--- config.mk ---
export PLATFORM = sky130hd
export DESIGN_NAME = sarx_top
export DESIGN_NICKNAME = d
export VERILOG_FILES = /design/src/common/sarx_pkg.sv /design/src/rtl/sarx_top.sv /design/src/rtl/sarx_deser.sv
export VERILOG_INCLUDE_DIRS = /design/src /design/src/common
export SDC_FILE = /design/constraint.sdc
export NUM_CORES = 1
export LEC_CHECK = 0
export BUFFER_PORTS_ARGS = -buffer_cell sky130_fd_sc_hd__buf_2
export CORE_ASPECT_RATIO = 1.75
export CORE_MARGIN = 1
export CORE_UTILIZATION = 55
export DETAILED_ROUTE_END_ITERATION = 10
export GPL_TIMING_DRIVEN = 0
export PLACE_DENSITY = 0.88
export REMOVE_ABC_BUFFERS = 1
export SLEW_MARGIN = 20
export SYNTH_ARGS = -nofsm -noshare
export SYNTH_HDL_FRONTEND = slang
export SYNTH_SLANG_ARGS = --single-unit
--- constraint.sdc ---
create_clock -name pclk -period 5.3 [get_ports pclk]
set_input_delay 0.53 -clock pclk [delete_from_list [all_inputs] [get_ports pclk]]
set_output_delay 0.53 -clock pclk [all_outputs]
set_load 0.1 [all_outputs]
--- src/common/sarx_defs.svh ---
// Purpose: constants of the serial audio receive latch block
// Assumes: 32-bit APB, word registers, register index times four is the byte address
// Notes: register indices kept as printed, fields as bit positions
// Function
// - latch bit one selects opposite, later edge
// - controller mode: frame sync internal or external
// - controller mode: bit clock internal or external
// - delay slot-0 MSB by 0..31 cycles
// - offset covers both pins, all slot 0s
`ifndef SARX_DEFS_SVH
`define SARX_DEFS_SVH

// register indices, byte address is index times four
`define SARX_IDX_RX_LATCH 8'h26
`define SARX_IDX_CLOCK_CONFIG_ZERO 8'h32
`define SARX_IDX_RX_CTRL 8'h40
`define SARX_IDX_RX_DATA0 8'h41
`define SARX_IDX_RX_DATA1 8'h42
`define SARX_IDX_RX_STAT 8'h43

// reset values
`define SARX_RST_RX_LATCH 8'h00
`define SARX_RST_CLOCK_CONFIG_ZERO 8'h00
`define SARX_RST_RX_CTRL 8'h00

// latch config fields
`define SARX_EDGE_BIT 7
`define SARX_FSINT_BIT 6
`define SARX_BCINT_BIT 5
`define SARX_OFS_MSB 4
`define SARX_OFS_LSB 0

// own control fields
`define SARX_CTL_CTRLR_BIT 0
`define SARX_CTL_POL_BIT 1
`define SARX_CTL_FMT_MSB 3
`define SARX_CTL_FMT_LSB 2
`define SARX_CTL_WL_MSB 5
`define SARX_CTL_WL_LSB 4

// word lengths in bits
`define SARX_WL16 6'h10
`define SARX_WL20 6'h14
`define SARX_WL24 6'h18
`define SARX_WL32 6'h20

// internal clock generation
`define SARX_PCLK_NS 4
`define SARX_BCLK_HALF_NS 40
`define SARX_FRAME_BCLKS 6'h3F
`define SARX_HALF_FRAME 6'h20
`define SARX_CNT_MAX 6'h3F

`endif

--- src/common/sarx_pkg.sv ---
// Purpose: types of the serial audio receive latch block
// Assumes: sarx_defs.svh holds every number but the format codes, which stand in this package
// Notes: one packed struct per module holds all its state
package sarx_pkg;

   // serial formats, left justified last
   typedef enum logic [1:0] {
      SARX_FMT_TDM = 2'h0,
      SARX_FMT_I2S = 2'h1,
      SARX_FMT_LJ = 2'h3
   } sarx_fmt_e;

   typedef struct packed {
      logic [31:0] sh;
      logic [31:0] word;
      logic done;
   } sarx_deser_s;

   typedef struct packed {
      logic bclk_m;
      logic bclk_s;
      logic fs_m;
      logic fs_s;
      logic [1:0] din_m;
      logic [1:0] din_s;
      logic bclk_prev;
      logic fs_lat;
      logic [5:0] cnt;
      logic [5:0] sbit;
      logic run;
      logic [4:0] slot;
      logic right;
      logic [7:0] latch_cfg;
      logic [7:0] clock_config_zero;
      logic [7:0] ctl;
      logic [4:0] div;
      logic ibclk;
      logic [5:0] iframe;
      logic ifs;
      logic [31:0] prdata;
      logic pready;
      logic pslverr;
      logic [4:0] slot_out;
      logic right_out;
      logic pin_oe_n;
   } sarx_top_s;

endpackage : sarx_pkg

--- src/rtl/sarx_top.sv ---
// Purpose: receive side of the primary serial audio port with latch config
// Assumes: pins are asynchronous to pclk, bit clock well below pclk/4
// Notes: registers on APB with no wait state, registered read data
//
// Decided for this implementation: register access over APB.
`timescale 1ns/1ps
`include "sarx_defs.svh"
module sarx_top
   import sarx_pkg::*;
(
   input wire logic pclk,
   input wire logic presetn,
   input wire logic psel,
   input wire logic penable,
   input wire logic pwrite,
   input wire logic [11:0] paddr,
   input wire logic [31:0] pwdata,
   output logic [31:0] prdata,
   output logic pready,
   output logic pslverr,
   input wire logic bclk_in,
   output logic bclk_out,
   output logic bclk_oe_n,
   input wire logic frame_sync_in,
   output logic frame_sync_out,
   output logic frame_sync_oe_n,
   input wire logic din_primary,
   input wire logic din_secondary,
   output logic [31:0] rx_word_primary,
   output logic [31:0] rx_word_secondary,
   output logic rx_word_valid,
   output logic [4:0] rx_slot,
   output logic rx_right
);
   localparam logic [4:0] DIV_LAST = 5'(`SARX_BCLK_HALF_NS / `SARX_PCLK_NS - 1);

   sarx_top_s q;
   sarx_top_s d;
   logic [1:0] dword_done;
   logic [31:0] dword [2];

   // decoded configuration
   logic ctrlr_w;
   logic fsint_w;
   logic bcint_w;
   logic lat_pol_w;
   sarx_fmt_e fmt_w;
   logic [5:0] wl_w;
   logic [5:0] pos_w;
   logic bclk_sel_w;
   logic fs_sel_w;
   logic sample_w;
   logic boundary_w;
   logic [5:0] cnt_now_w;
   logic start_w;
   logic [5:0] idx_w;
   logic last_w;
   logic [7:0] ridx_w;

   always_comb begin
      ctrlr_w = q.ctl[`SARX_CTL_CTRLR_BIT];
      fsint_w = q.latch_cfg[`SARX_FSINT_BIT];
      bcint_w = q.latch_cfg[`SARX_BCINT_BIT];
      fmt_w = sarx_fmt_e'(q.ctl[`SARX_CTL_FMT_MSB:`SARX_CTL_FMT_LSB]);
      unique case (q.ctl[`SARX_CTL_WL_MSB:`SARX_CTL_WL_LSB])
         2'h0: wl_w = `SARX_WL16;
         2'h1: wl_w = `SARX_WL20;
         2'h2: wl_w = `SARX_WL24;
         2'h3: wl_w = `SARX_WL32;
      endcase
   end

   assign bclk_sel_w = (ctrlr_w && bcint_w) ? q.ibclk : q.bclk_s;
   assign fs_sel_w = (ctrlr_w && fsint_w) ? q.ifs : q.fs_s;
   assign lat_pol_w = q.ctl[`SARX_CTL_POL_BIT] ^ q.latch_cfg[`SARX_EDGE_BIT];
   assign sample_w = lat_pol_w ? (q.bclk_prev && !bclk_sel_w) : (!q.bclk_prev && bclk_sel_w);

   // frame and half-frame boundaries seen at a latch edge
   assign boundary_w = sample_w && ((fmt_w == SARX_FMT_TDM) ? (fs_sel_w && !q.fs_lat) : (fs_sel_w != q.fs_lat));
   assign cnt_now_w = boundary_w ? 6'h00 : ((q.cnt == `SARX_CNT_MAX) ? q.cnt : q.cnt + 6'h01);
   // MSB expected at protocol position plus offset
   assign pos_w = {1'b0, q.latch_cfg[`SARX_OFS_MSB:`SARX_OFS_LSB]} + {5'h00, fmt_w == SARX_FMT_I2S};
   // a frame boundary ends any slot run, so a stale run never starts or ends a word there
   assign start_w = sample_w && ((cnt_now_w == pos_w) ||
      (q.run && !boundary_w && fmt_w == SARX_FMT_TDM && q.sbit == wl_w));
   assign idx_w = start_w ? 6'h00 : q.sbit;
   assign last_w = sample_w && (start_w || (q.run && !boundary_w)) && (idx_w == wl_w - 6'h01);
   assign ridx_w = paddr[9:2];

   // next state of pins, receiver, clock generator and registers
   always_comb begin
      d = q;
      // two flops on every pin before use
      d.bclk_m = bclk_in;
      d.bclk_s = q.bclk_m;
      d.fs_m = frame_sync_in;
      d.fs_s = q.fs_m;
      d.din_m = {din_secondary, din_primary};
      d.din_s = q.din_m;
      d.bclk_prev = bclk_sel_w;

      if (sample_w) begin
         d.fs_lat = fs_sel_w;
         d.cnt = cnt_now_w;
         if (boundary_w) begin
            d.run = 1'b0;
            d.slot = 5'h00;
            d.right = (fmt_w == SARX_FMT_I2S) ? fs_sel_w : ((fmt_w == SARX_FMT_LJ) && !fs_sel_w);
         end
         if (start_w) begin
            d.run = 1'b1;
            if (q.run && !boundary_w) begin
               d.slot = q.slot + 5'h01;
            end
         end else if (last_w && fmt_w != SARX_FMT_TDM) begin
            d.run = 1'b0;
         end
         if (start_w || q.run) begin
            d.sbit = idx_w + 6'h01;
         end
         if (last_w) begin
            d.slot_out = d.slot;
            d.right_out = d.right;
         end
      end

      // internal bit clock and frame sync, frame sync moves on the falling edge
      d.div = (q.div == DIV_LAST) ? 5'h00 : q.div + 5'h01;
      if (q.div == DIV_LAST) begin
         d.ibclk = !q.ibclk;
         if (q.ibclk) begin
            d.iframe = (q.iframe == `SARX_FRAME_BCLKS) ? 6'h00 : q.iframe + 6'h01;
            unique case (fmt_w)
               SARX_FMT_TDM: d.ifs = (d.iframe == 6'h00);
               SARX_FMT_I2S: d.ifs = (d.iframe >= `SARX_HALF_FRAME);
               SARX_FMT_LJ: d.ifs = (d.iframe < `SARX_HALF_FRAME);
               default: d.ifs = 1'b0;
            endcase
         end
      end
      d.pin_oe_n = !ctrlr_w;

      // apb: read data and ready prepared in setup, taken in access
      d.pready = psel && !penable;
      if (psel && !penable) begin
         d.pslverr = 1'b0;
         d.prdata = 32'h0000_0000;
         unique case (ridx_w)
            `SARX_IDX_RX_LATCH: d.prdata = {24'h00_0000, q.latch_cfg};
            `SARX_IDX_CLOCK_CONFIG_ZERO: d.prdata = {24'h00_0000, q.clock_config_zero};
            `SARX_IDX_RX_CTRL: d.prdata = {24'h00_0000, q.ctl};
            `SARX_IDX_RX_DATA0: d.prdata = dword[0];
            `SARX_IDX_RX_DATA1: d.prdata = dword[1];
            `SARX_IDX_RX_STAT: d.prdata = {25'h000_0000, q.run, q.right_out, q.slot_out};
            default: d.pslverr = 1'b1;
         endcase
         if (pwrite && (ridx_w == `SARX_IDX_RX_DATA0 || ridx_w == `SARX_IDX_RX_DATA1 || ridx_w == `SARX_IDX_RX_STAT)) begin
            d.pslverr = 1'b1;
         end
      end
      if (psel && penable && q.pready && pwrite) begin
         if (ridx_w == `SARX_IDX_RX_LATCH) d.latch_cfg = pwdata[7:0];
         if (ridx_w == `SARX_IDX_CLOCK_CONFIG_ZERO) d.clock_config_zero = pwdata[7:0];
         if (ridx_w == `SARX_IDX_RX_CTRL) d.ctl = pwdata[7:0];
      end
   end

   always_ff @(posedge pclk or negedge presetn) begin
      if (!presetn) begin
         q <= '0;
         q.latch_cfg <= `SARX_RST_RX_LATCH;
         q.clock_config_zero <= `SARX_RST_CLOCK_CONFIG_ZERO;
         q.ctl <= `SARX_RST_RX_CTRL;
         q.pin_oe_n <= 1'b1;
      end else begin
         q <= d;
      end
   end

   // same framing drives both data pins
   for (genvar i = 0; i < 2; i++) begin : g_pin
      sarx_deser u_deser (
         .pclk(pclk),
         .presetn(presetn),
         .sample(sample_w),
         .start(start_w),
         .last(last_w),
         .din(q.din_s[i]),
         .word(dword[i]),
         .done(dword_done[i])
      );
   end

   assign prdata = q.prdata;
   assign pready = q.pready;
   assign pslverr = q.pslverr;
   assign bclk_out = q.ibclk;
   assign bclk_oe_n = q.pin_oe_n;
   assign frame_sync_out = q.ifs;
   assign frame_sync_oe_n = q.pin_oe_n;
   assign rx_word_primary = dword[0];
   assign rx_word_secondary = dword[1];
   assign rx_word_valid = dword_done[0];
   assign rx_slot = q.slot_out;
   assign rx_right = q.right_out;
endmodule : sarx_top

--- src/rtl/sarx_deser.sv ---
// Purpose: shift one serial data pin into words
// Assumes: sample, start and last come from the top on pclk
// Notes: words are right aligned, first bit in is the MSB
`timescale 1ns/1ps
module sarx_deser
   import sarx_pkg::*;
(
   input wire logic pclk,
   input wire logic presetn,
   input wire logic sample,
   input wire logic start,
   input wire logic last,
   input wire logic din,
   output logic [31:0] word,
   output logic done
);
   sarx_deser_s q;
   sarx_deser_s d;

   // shift on each latch sample, a start clears older bits
   always_comb begin
      d = q;
      d.done = 1'b0;
      if (sample) begin
         d.sh = start ? {31'h0000_0000, din} : {q.sh[30:0], din};
         if (last) begin
            d.word = d.sh;
            d.done = 1'b1;
         end
      end
   end

   always_ff @(posedge pclk or negedge presetn) begin
      if (!presetn) begin
         q <= '0;
      end else begin
         q <= d;
      end
   end

   assign word = q.word;
   assign done = q.done;
endmodule : sarx_deser

==> results of run 1 <==
[power by group through the flow]
stage | sequential (uW) | combinational, uW | clock (uW)
6_report | 1970 | 588 | 1550
5_1_grt | 1980 | 649 | 1650
4_1_cts | 1970 | 577 | 1580
3_3_place_gp | 1990 | 489 | 0
3_5_place_dp | 2000 | 567 | 0
2_1_floorplan | 2010 | 305 | 0
[flip-flops by register name, indices dropped and copies added (netlist names)]
name	cells
fsint_w	1
q	55
fmt_w	2
rx_right	1
pready	1
bcint_w	1
bclk_out	1
g_pin.u_deser.q	62
bclk_oe_n	1
d	4
rx_slot	5
prdata	32
g_pin.u_deser.word	64
frame_sync_out	1
pslverr	1
g_pin.u_deser.done	1
ctrlr_w	1
[cells in the final DEF (no fill, tap or decap), types with 8 or more instances in the layout]
cell type  Yosys  layout
nand4_1       68      68
ha_1          14      14
xnor2_1       11      11
nand2b_1       9       8
a22oi_1       25      24
mux2_2        28      28
buf_2          6     132
nand2_1      194     194
inv_1         71      71
nand3_1       18      18
a21oi_1       15      14
o21ai_0      169     169
a221oi_1      10      10
clkbuf_16      0      23
nor2_1        26      25
dfrtp_1      233     233
and3_1        14      14
xor2_1        12      12
[worst min path at each step]
stage	end	cells after the start	slack (ns)	from
floorplan	bcint_w	0	0.23	presetn
global placement	q[105]	0	0.34	d[105]
detailed placement	q[100]	0	0.33	d[100]
CTS	prdata[7]	1	0.06	presetn
global route	prdata[7]	1	0.07	presetn
finish	prdata[7]	1	0.03	presetn
[layer usage]
| metal | vias up | wire, um | global-route usage (%) |
|---|---|---|---|
| li1 | 4050 | - | - |
| met1 | 4357 | 10600 | 31.32 |
| met2 | 330 | 14790 | 47.38 |
| met3 | 80 | 1358 | 3.345 |
| met4 | 0 | 1180 | 13.31 |
| met5 | - | 0 | 0 |
[per-stage QoR]
step | hold WS [ns] | setup TNS, ns | setup WS, ns | area, um2 | utilization, %
finish | 0.02954 | 0 | 0.2543 | 12640 | 61.79
CTS | 0.05967 | 0 | 0.06711 | 12580 | 61.46
floorplan | 0.2344 | -301.49 | -4.154 | 10480 | -
detailed placement | 0.3347 | -45.37 | -0.8253 | 11810 | 57.71
global route | 0.06707 | 0 | 0.03891 | 12640 | 61.79
global placement | 0.3351 | -730.23 | -7.337 | 11450 | 55.97
[cells by family (layout without fill, tap and decap cells)]
kind of cell	Yosys count	in the layout	synth area share, %
simple gates	364	364	15.03
compound gates	267	270	13.82
buf+inv	247	262	11.60
flops	234	234	50.71
mux	47	47	5.438
xor+xnor	24	24	1.885
fa+ha+maj	14	14	1.517
[final cells by class]
cell class | instances | area share [%]
Multi-Input combinational cell | 719 | 35.56
Inverter | 71 | 2.108
Timing Repair Buffer | 152 | 7.897
Tap cell | 248 | 2.454
Sequential cell | 234 | 46.32
Clock inverter | 10 | 0.5344
Clock buffer | 29 | 5.126
[critical path: cells and delay by family (launching register included)]
family                     cells  cell delay (ns)
AOI/OAI and AO/OA              8             2.70
and+or+nand+nor                4             0.56
muxes                          2             0.76
DFF                            1             0.45
adders and majority gates      2             0.46
[what timing repair did]
item                                   in CTS  in global routing
pin swaps                                   1                  1
buffers inserted                            0                  4
gates resized for setup                     5                  2
cloned                                      2                  1
setup endpoints to repair                  71                 71
hold buffers                                0                  0
endpoints found under the hold margin       0                  0
==> reports/qor.csv, run 1 <==
metric,value,unit
drc,10,
crit_path_cell_trace,nand2_1 > mux2_2 > ha_1 > o21ai_0 > o21ai_1 > a21oi_4 > nor2_1 > a32oi_2 > o21a_4 > and2_1 > ha_1 > o211a_1 > nand2_1 > o31ai_4 > a22o_4 > mux2_2,
seqCellArea,5857,um2
rsz0062_at_grt,no,
die_x,111.5,um
cp.arrival,5.44,ns
maxCapViolCount,0,
via_count,8817,
slew_headroom,36.93,%
finalWirelength,27.92,mm
p_per_area,324.9,nW/um2
antenna_found_initial,0,
grt_max_degree,94,
violations,design-rule violations,
p_total,4108,uW
dp.cells,1417,
synth_top_cell_area_share,50.48,%
area_growth,9.468,%
grt_pass1_vias,8999,
required,5.69,ns
vias_per_cell,6.027,
synthCells,1197,
initial_core_util,56.45,%
sw_frac_of_total,28.66,%
dp_hpwl,18.30,mm
layout-drive-gt1-share,21.07,%
leakagePower,0.005848,uW
crit_type,flip-flop to flip-flop,
critPathLaunch,ctrlr_w,
synth_edf_count,0,
io_pins,162,
grt_overflow,0,
die_area,21610,um2
ys_ff_latch,234,
postRouteAntennaNets,0,
pwr-share-seq,47.9,%
p_int,2931,uW
setup_viol,0,
drt_pre_antenna_iters,9,
cp-endpoint,rx_slot[0],
finalNonFillerCells,1463,
clock.fmax,198.2,MHz
start_kind,flip-flop,
gp_congestion,0.9069,
multiInputGateArea,4496,um2
nNetsFinal,1268,
placementRows,69,
syn_area,11550,um2
drtIter0Drc,553,
worst_pin_slew,0.9438,ns
fillerInstances,1592,
grt_pass1_wl,46.17,mm
clkPwrFrac,37.8,%
synth_common_cells,"dfrtp_1, nand2_1, o21ai_0, buf_4, inv_1",
period_needed,5.046,ns
r2r-end,rx_slot[0],
yosysMostFrequentCell,dfrtp_1,
io_buffer_count,133,
diodes,0,
cts_root_buf,clkbuf_16,
cts_tree,built,
outcome,"finished, violations left",
cp_slowest_cell,a32oi_2,
clock_skew,0.01282,ns
die_y,193.7,um
hold_path_class,input pin to async pin,
p_sw,1177,uW
synthTopCellsByArea,"dfrtp_1, o21ai_0, buf_4",
ctsLongestPathBuffers,3,
coreArea,20460,um2
clk_pin_slew,0.07,ns
clk_latency,0.50,ns
synth_cell_types,67,
peakVddDrop,0.0002320,V
slew_violations,0,
grt_usage,26.57,%
yosysWarnings,0,
synth-async-reset-ratio,100.0,%
p_comb_share,14.3,%
yosysSeqAreaShare,50.71,%
syn_area_per_cell,9.649,um2
rrSetupSlack,0.25,ns
yosys.area.top_type,dfrtp_1,
finalHoldViolCount,0,
rr_worst_depth,16,
cts_buffers,23,
htreeDepth,1,
reg2reg_from,ctrlr_w,
ys.flop_type,dfrtp_1,
path_max_fanout,18,
slowest_delay,0.57,ns
clock_sinks,234,
finalCritPeriodShare,95.20,%
cp-end-kind,flip-flop,
wl_per_cell,19.09,um
No activity file was read; power rests on OpenSTA's default activity.
==> inputs of run 2 (changes only) <==
--- a/config.mk
+++ b/config.mk
@@ -9,10 +9,10 @@
 export BUFFER_PORTS_ARGS = -buffer_cell sky130_fd_sc_hd__buf_2
 export CORE_ASPECT_RATIO = 1.75
 export CORE_MARGIN = 1
-export CORE_UTILIZATION = 55
+export CORE_UTILIZATION = 52
 export DETAILED_ROUTE_END_ITERATION = 10
 export GPL_TIMING_DRIVEN = 0
-export PLACE_DENSITY = 0.88
+export PLACE_DENSITY = 0.87
 export REMOVE_ABC_BUFFERS = 1
 export SLEW_MARGIN = 20
 export SYNTH_ARGS = -nofsm -noshare
==> constraint.sdc (replaced) <==
create_clock -name pclk -period 4.1 [get_ports pclk]
set_input_delay 0.41 -clock pclk [delete_from_list [all_inputs] [get_ports pclk]]
set_output_delay 0.41 -clock pclk [all_outputs]
set_load 0.1 [all_outputs]
==> reports/qor.csv, run 2 (synthesized netlist as in run 1, its figures left out) <==
metric,value,unit
outcome,"finished, violations left",
violations,negative setup slack,
antenna_found_initial,0,
period_needed,4.112,ns
wl_per_cell,21.74,um
dp.cells,1462,
postRouteAntennaNets,0,
clock_sinks,234,
final_common_cell,dfrtp_1,
required,4.54,ns
clk_latency,0.54,ns
finalNonFillerCells,1564,
crit_type,flip-flop to flip-flop,
grt_pass1_wl,49.82,mm
clock.fmax,243.2,MHz
area_growth,16.89,%
initial_core_util,53.28,%
io_buffer_count,133,
crit_path_cell_trace,nand2_2 > mux2_4 > ha_4 > o21ai_4 > o21ai_4 > a21oi_4 > buf_6 > o21ai_0 > a2111o_1 > o21a_4 > and2_1 > ha_2 > o211a_4 > and3_4 > a21boi_4 > buf_12 > a22o_4 > o21ai_1,
dp_hpwl,18.73,mm
crit_family,compound AO/OA/AOI/OAI gates,
p_per_area,425.2,nW/um2
slew_violations,0,
finalCritPeriodShare,100.3,%
place_ws,-1.957,ns
cts_buffers,23,
finalWirelength,34.01,mm
cts_tree,built,
grt_max_degree,100,
cp_slowest_cell,a2111o_1,
grt_usage,28.25,%
die_x,114.7,um
cp-end-kind,flip-flop,
final_core_utilization,62.28,%
io_pins,162,
largest_reg_flops,64,
die_area,22840,um2
path_max_fanout,9,
grt_pass1_vias,9374,
htreeDepth,1,
slowest_delay,0.44,ns
fillerInstances,1657,
clk_pin_slew,0.07,ns
peakVddDrop,0.0003080,V
cts_root_buf,clkbuf_16,
placed_area,11870,um2
stdcell_area,13500,um2
setup_viol,1,
placementRows,71,
via_count,9481,
leakagePower,0.006198,uW
vias_per_cell,6.062,
drc,0,
finalWorstSetupSlack,-0.01159,ns
clock_skew,0.02649,ns
diodes,0,
ctsLongestPathBuffers,3,
cp.arrival,4.55,ns
mostFrequentLayoutCells,"dfrtp_1, nand2_1, o21ai_0, buf_2, inv_1",
coreArea,21680,um2
grt_overflow,0,
crit_path_frequent_cell,o21ai_4,
crit_buf_inv,2,
die_y,199.2,um
start_kind,flip-flop,
layout-drive-gt1-share,26.02,%
drt_pre_antenna_iters,6,
nNetsFinal,1322,
maxCapViolCount,0,
hold_path_class,input pin to flip-flop,
finalHoldViolCount,0,
drtIter0Drc,901,
gp_congestion,0.8412,
p_total,5740,uW
slew_headroom,38.20,%
rrSetupSlack,-0.01,ns
worst_pin_slew,0.9248,ns
run 2: changes by cell type in the layout (fill, tap and decap cells not counted), moves of 3 or more:
cell and change:
dfrtp_1 -6, ha_4 +3, clkbuf_1 +4, ha_1 -5, o21ai_4 +3, dfrtp_2 +6, o21ai_1 +16, o21ai_0 -18
dlygate4sd3_1 +5, a22o_4 +5, buf_4 +32, buf_12 +6, bufinv_16 +4
run 2: through the flow:
stage	hold WS, ns	TNS [ns]
6_report	0.1480	-0.01159
5_1_grt	0.1541	-5.265
4_1_cts	0.1362	0
3_5_place_dp	0.3403	-130.20
3_3_place_gp	0.3339	-1174.99
2_1_floorplan	0.1144	-472.29
run 2: final cells by class:
class                           count  area (um2)  share of cell area [%]
Multi-Input combinational cell    726        4751                   35.19
Inverter                           71       266.5                   1.974
Timing Repair Buffer              199        1456                   10.79
Tap cell                          292       365.4                   2.706
Clock inverter                     11       161.4                   1.196
Sequential cell                   234        5864                   43.44
Clock buffer                       31       635.6                   4.708
run 2: final timing paths:
path	startpoint	endpoint	depth (start not counted)
hold reg to reg	d[105]	q[105]	0
setup / recovery	fsint_w	g_pin[0].u_deser.word[1]	18
hold / removal	pwdata[2]	fmt_w[0]	2
min in group asynchronous	presetn	d[105]	2
setup reg to reg	fsint_w	g_pin[0].u_deser.word[1]	18
max in group asynchronous	presetn	bclk_out	4
run 2: what timing repair did:
action                                  in CTS  in global routing
pin swaps                                    9                 14
hold endpoints to repair                    56                  0
buffers inserted                            25                 17
endpoints found under the setup margin     113                 72
gates resized for setup                     31                 40
gates cloned                                 6                  7
hold buffers                                 5                  0
run 2: routing by layer:
layer	share of wire, %	global-route usage (%)	vias to the layer above
met4	5.7	17.56	0
li1	-	-	4176
met5	0	0	-
met1	35	32.37	4614
met2	52	49.23	540
met3	7.3	4.186	151
run 2: power by group:
| part | internal (uW) | switching, uW |
|---|---|---|
| logic | 317 | 596 |
| clock network | 1340 | 929 |
| registers | 2420 | 135 |
==> inputs of run 3 (changes only) <==
--- a/config.mk
+++ b/config.mk
@@ -6,13 +6,15 @@
 export SDC_FILE = /design/constraint.sdc
 export NUM_CORES = 1
 export LEC_CHECK = 0
+export ABC_CLOCK_PERIOD_IN_PS = 4800
 export BUFFER_PORTS_ARGS = -buffer_cell sky130_fd_sc_hd__buf_2
 export CORE_ASPECT_RATIO = 1.75
 export CORE_MARGIN = 1
-export CORE_UTILIZATION = 52
+export CORE_UTILIZATION = 55
 export DETAILED_ROUTE_END_ITERATION = 10
+export GPL_ROUTABILITY_DRIVEN = 1
 export GPL_TIMING_DRIVEN = 0
-export PLACE_DENSITY = 0.87
+export PLACE_DENSITY = 0.88
 export REMOVE_ABC_BUFFERS = 1
 export SLEW_MARGIN = 20
 export SYNTH_ARGS = -nofsm -noshare
==> constraint.sdc (replaced) <==
create_clock -name pclk -period 4.8 [get_ports pclk]
set_input_delay 0.48 -clock pclk [delete_from_list [all_inputs] [get_ports pclk]]
set_output_delay 0.48 -clock pclk [all_outputs]
set_load 0.1 [all_outputs]
==> reports/qor.csv, run 3 (synthesized netlist as in run 1, its figures left out) <==
metric,value,unit
drt_pre_antenna_iters,8,
grt_overflow,0,
whs,-0.02425,ns
antenna_found_initial,0,
finalCritPeriodShare,96.69,%
final_common_cell,dfrtp_1,
maxCapViolCount,0,
largest_reg_flops,64,
finalHoldViolCount,11,
grt_pass1_wl,46.78,mm
outcome,"finished, violations left",
critPathLaunch,ctrlr_w,
rrSetupSlack,0.16,ns
reg2reg_from,ctrlr_w,
die_x,111.5,um
vias_per_cell,6.064,
cts_root_buf,clkbuf_16,
rr_worst_depth,17,
crit_path_cell_trace,nand2_1 > mux2_2 > ha_1 > o21ai_0 > o21ai_2 > a21o_2 > a21oi_1 > a2111o_1 > o21a_4 > and2_1 > ha_1 > o211a_1 > and3_1 > a21boi_4 > buf_4 > a22o_4 > mux2_4,
wl_per_cell,19.27,um
postRouteAntennaNets,0,
gp_congestion,0.9069,
p_total,4552,uW
io_buffer_count,133,
setup_viol,0,
start_kind,flip-flop,
via_count,8908,
ctsHoldBuffers,0,
worst_pin_slew,0.9258,ns
clock_skew,0.01247,ns
cp-endpoint,rx_slot[2],
leakagePower,0.005892,uW
grt_usage,26.99,%
clk_latency,0.50,ns
cts_tree,built,
slowest_delay,0.51,ns
cp-end-kind,flip-flop,
finalNonFillerCells,1469,
crit_path_frequent_cell,ha_1,
coreArea,20460,um2
required,5.19,ns
mostFrequentLayoutCells,"dfrtp_1, nand2_1, o21ai_0, buf_2, inv_1",
initial_core_util,56.45,%
path_max_fanout,17,
finalWirelength,28.31,mm
clock_sinks,234,
grt_max_degree,94,
dp.cells,1417,
nNetsFinal,1274,
diodes,0,
die_y,193.7,um
dp_hpwl,18.30,mm
area_growth,10.28,%
peakVddDrop,0.0002570,V
clk_pin_slew,0.07,ns
cts_buffers,23,
clock.fmax,215.5,MHz
slew_violations,0,
crit_type,flip-flop to flip-flop,
drc,10,
violations,"design-rule violations, negative hold slack",
cp_slowest_cell,a2111o_1,
cp.arrival,5.03,ns
placementRows,69,
die_area,21610,um2
io_pins,162,
grt_pass1_vias,9084,
slew_headroom,38.13,%
ctsLongestPathBuffers,3,
period_needed,4.641,ns
hold_path_class,input pin to async pin,
p_per_area,357.4,nW/um2
htreeDepth,1,
drtIter0Drc,638,
r2r-end,rx_slot[2],
layout-drive-gt1-share,22.03,%
[run 3: cell types whose count changed in the layout (fill, tap and decap cells not counted), sizes merged]
cell         change
and2             -2
clkinv           +1
bufinv           -4
dlygate4sd3      -5
buf             -35
a22o             -4
clkbuf           -4
clkinvlp         +2
[run 3: area by class of cell]
| type | instances | area [um2] |
|---|---|---|
| fillers | 1583 | 7724 |
| flip-flops and latches | 234 | 5858 |
| multi-input cells | 720 | 4551 |
| repair buffers | 157 | 1036 |
| clock buffers | 29 | 648.1 |
| well taps | 248 | 310.3 |
| inverters | 71 | 266.5 |
| clock inverters | 10 | 67.56 |
[run 3: where the power goes]
group	total [uW]	switching, uW	internal, uW
clock	1710	754	959
sequential	2170	108	2070
combinational	664	445	219
[run 3: per-stage QoR]
step                util, %  setup slack [ns]  instance area (um2)  setup TNS, ns
floorplan                 -            -4.654                10480        -372.49
global placement      55.97            -7.837                11450        -917.22
detailed placement    57.71            -1.325                11810         -81.28
CTS                   61.87           0.04195                12660              0
global route          62.25         -0.002259                12740      -0.003321
finish                62.25            0.1590                12740              0
[run 3: repair_timing]
action                                  in CTS  in global routing
endpoints found under the setup margin      72                 71
pin swaps                                    2                  3
setup buffers                                7                  2
resized for setup                            8                 12
cloned                                       3                  1
[run 3: how the worst min path moves through the flow]
stage / from / endpoint / slack, ns / depth (start not counted)
2_1_floorplan: presetn / bcint_w / 0.18 / 0
3_3_place_gp: d[105] / q[105] / 0.34 / 0
3_5_place_dp: d[100] / q[100] / 0.33 / 0
4_1_cts: presetn / prdata[7] / 0.01 / 1
5_1_grt: presetn / prdata[7] / 0.02 / 1
6_report: presetn / prdata[7] / -0.02 / 1
[run 3: metal layers]
layer	vias to the layer above	share of wire [%]	track usage, %
li1	4072	-	-
met1	4394	38	31.81
met2	364	53	48.24
met3	78	5.1	3.220
met4	0	4.0	13.56
met5	-	0	0
[run 3: worst max-delay path, delay by kind of cell (launching register included)]
family	cells	cell delay (ns)
multiplexers	2	0.72
adder cells (fa/ha/maj)	2	0.51
buffers and inverters	1	0.18
AND/OR/NAND/NOR	3	0.53
AO/OA/AOI/OAI	9	2.16
flip-flops	1	0.45
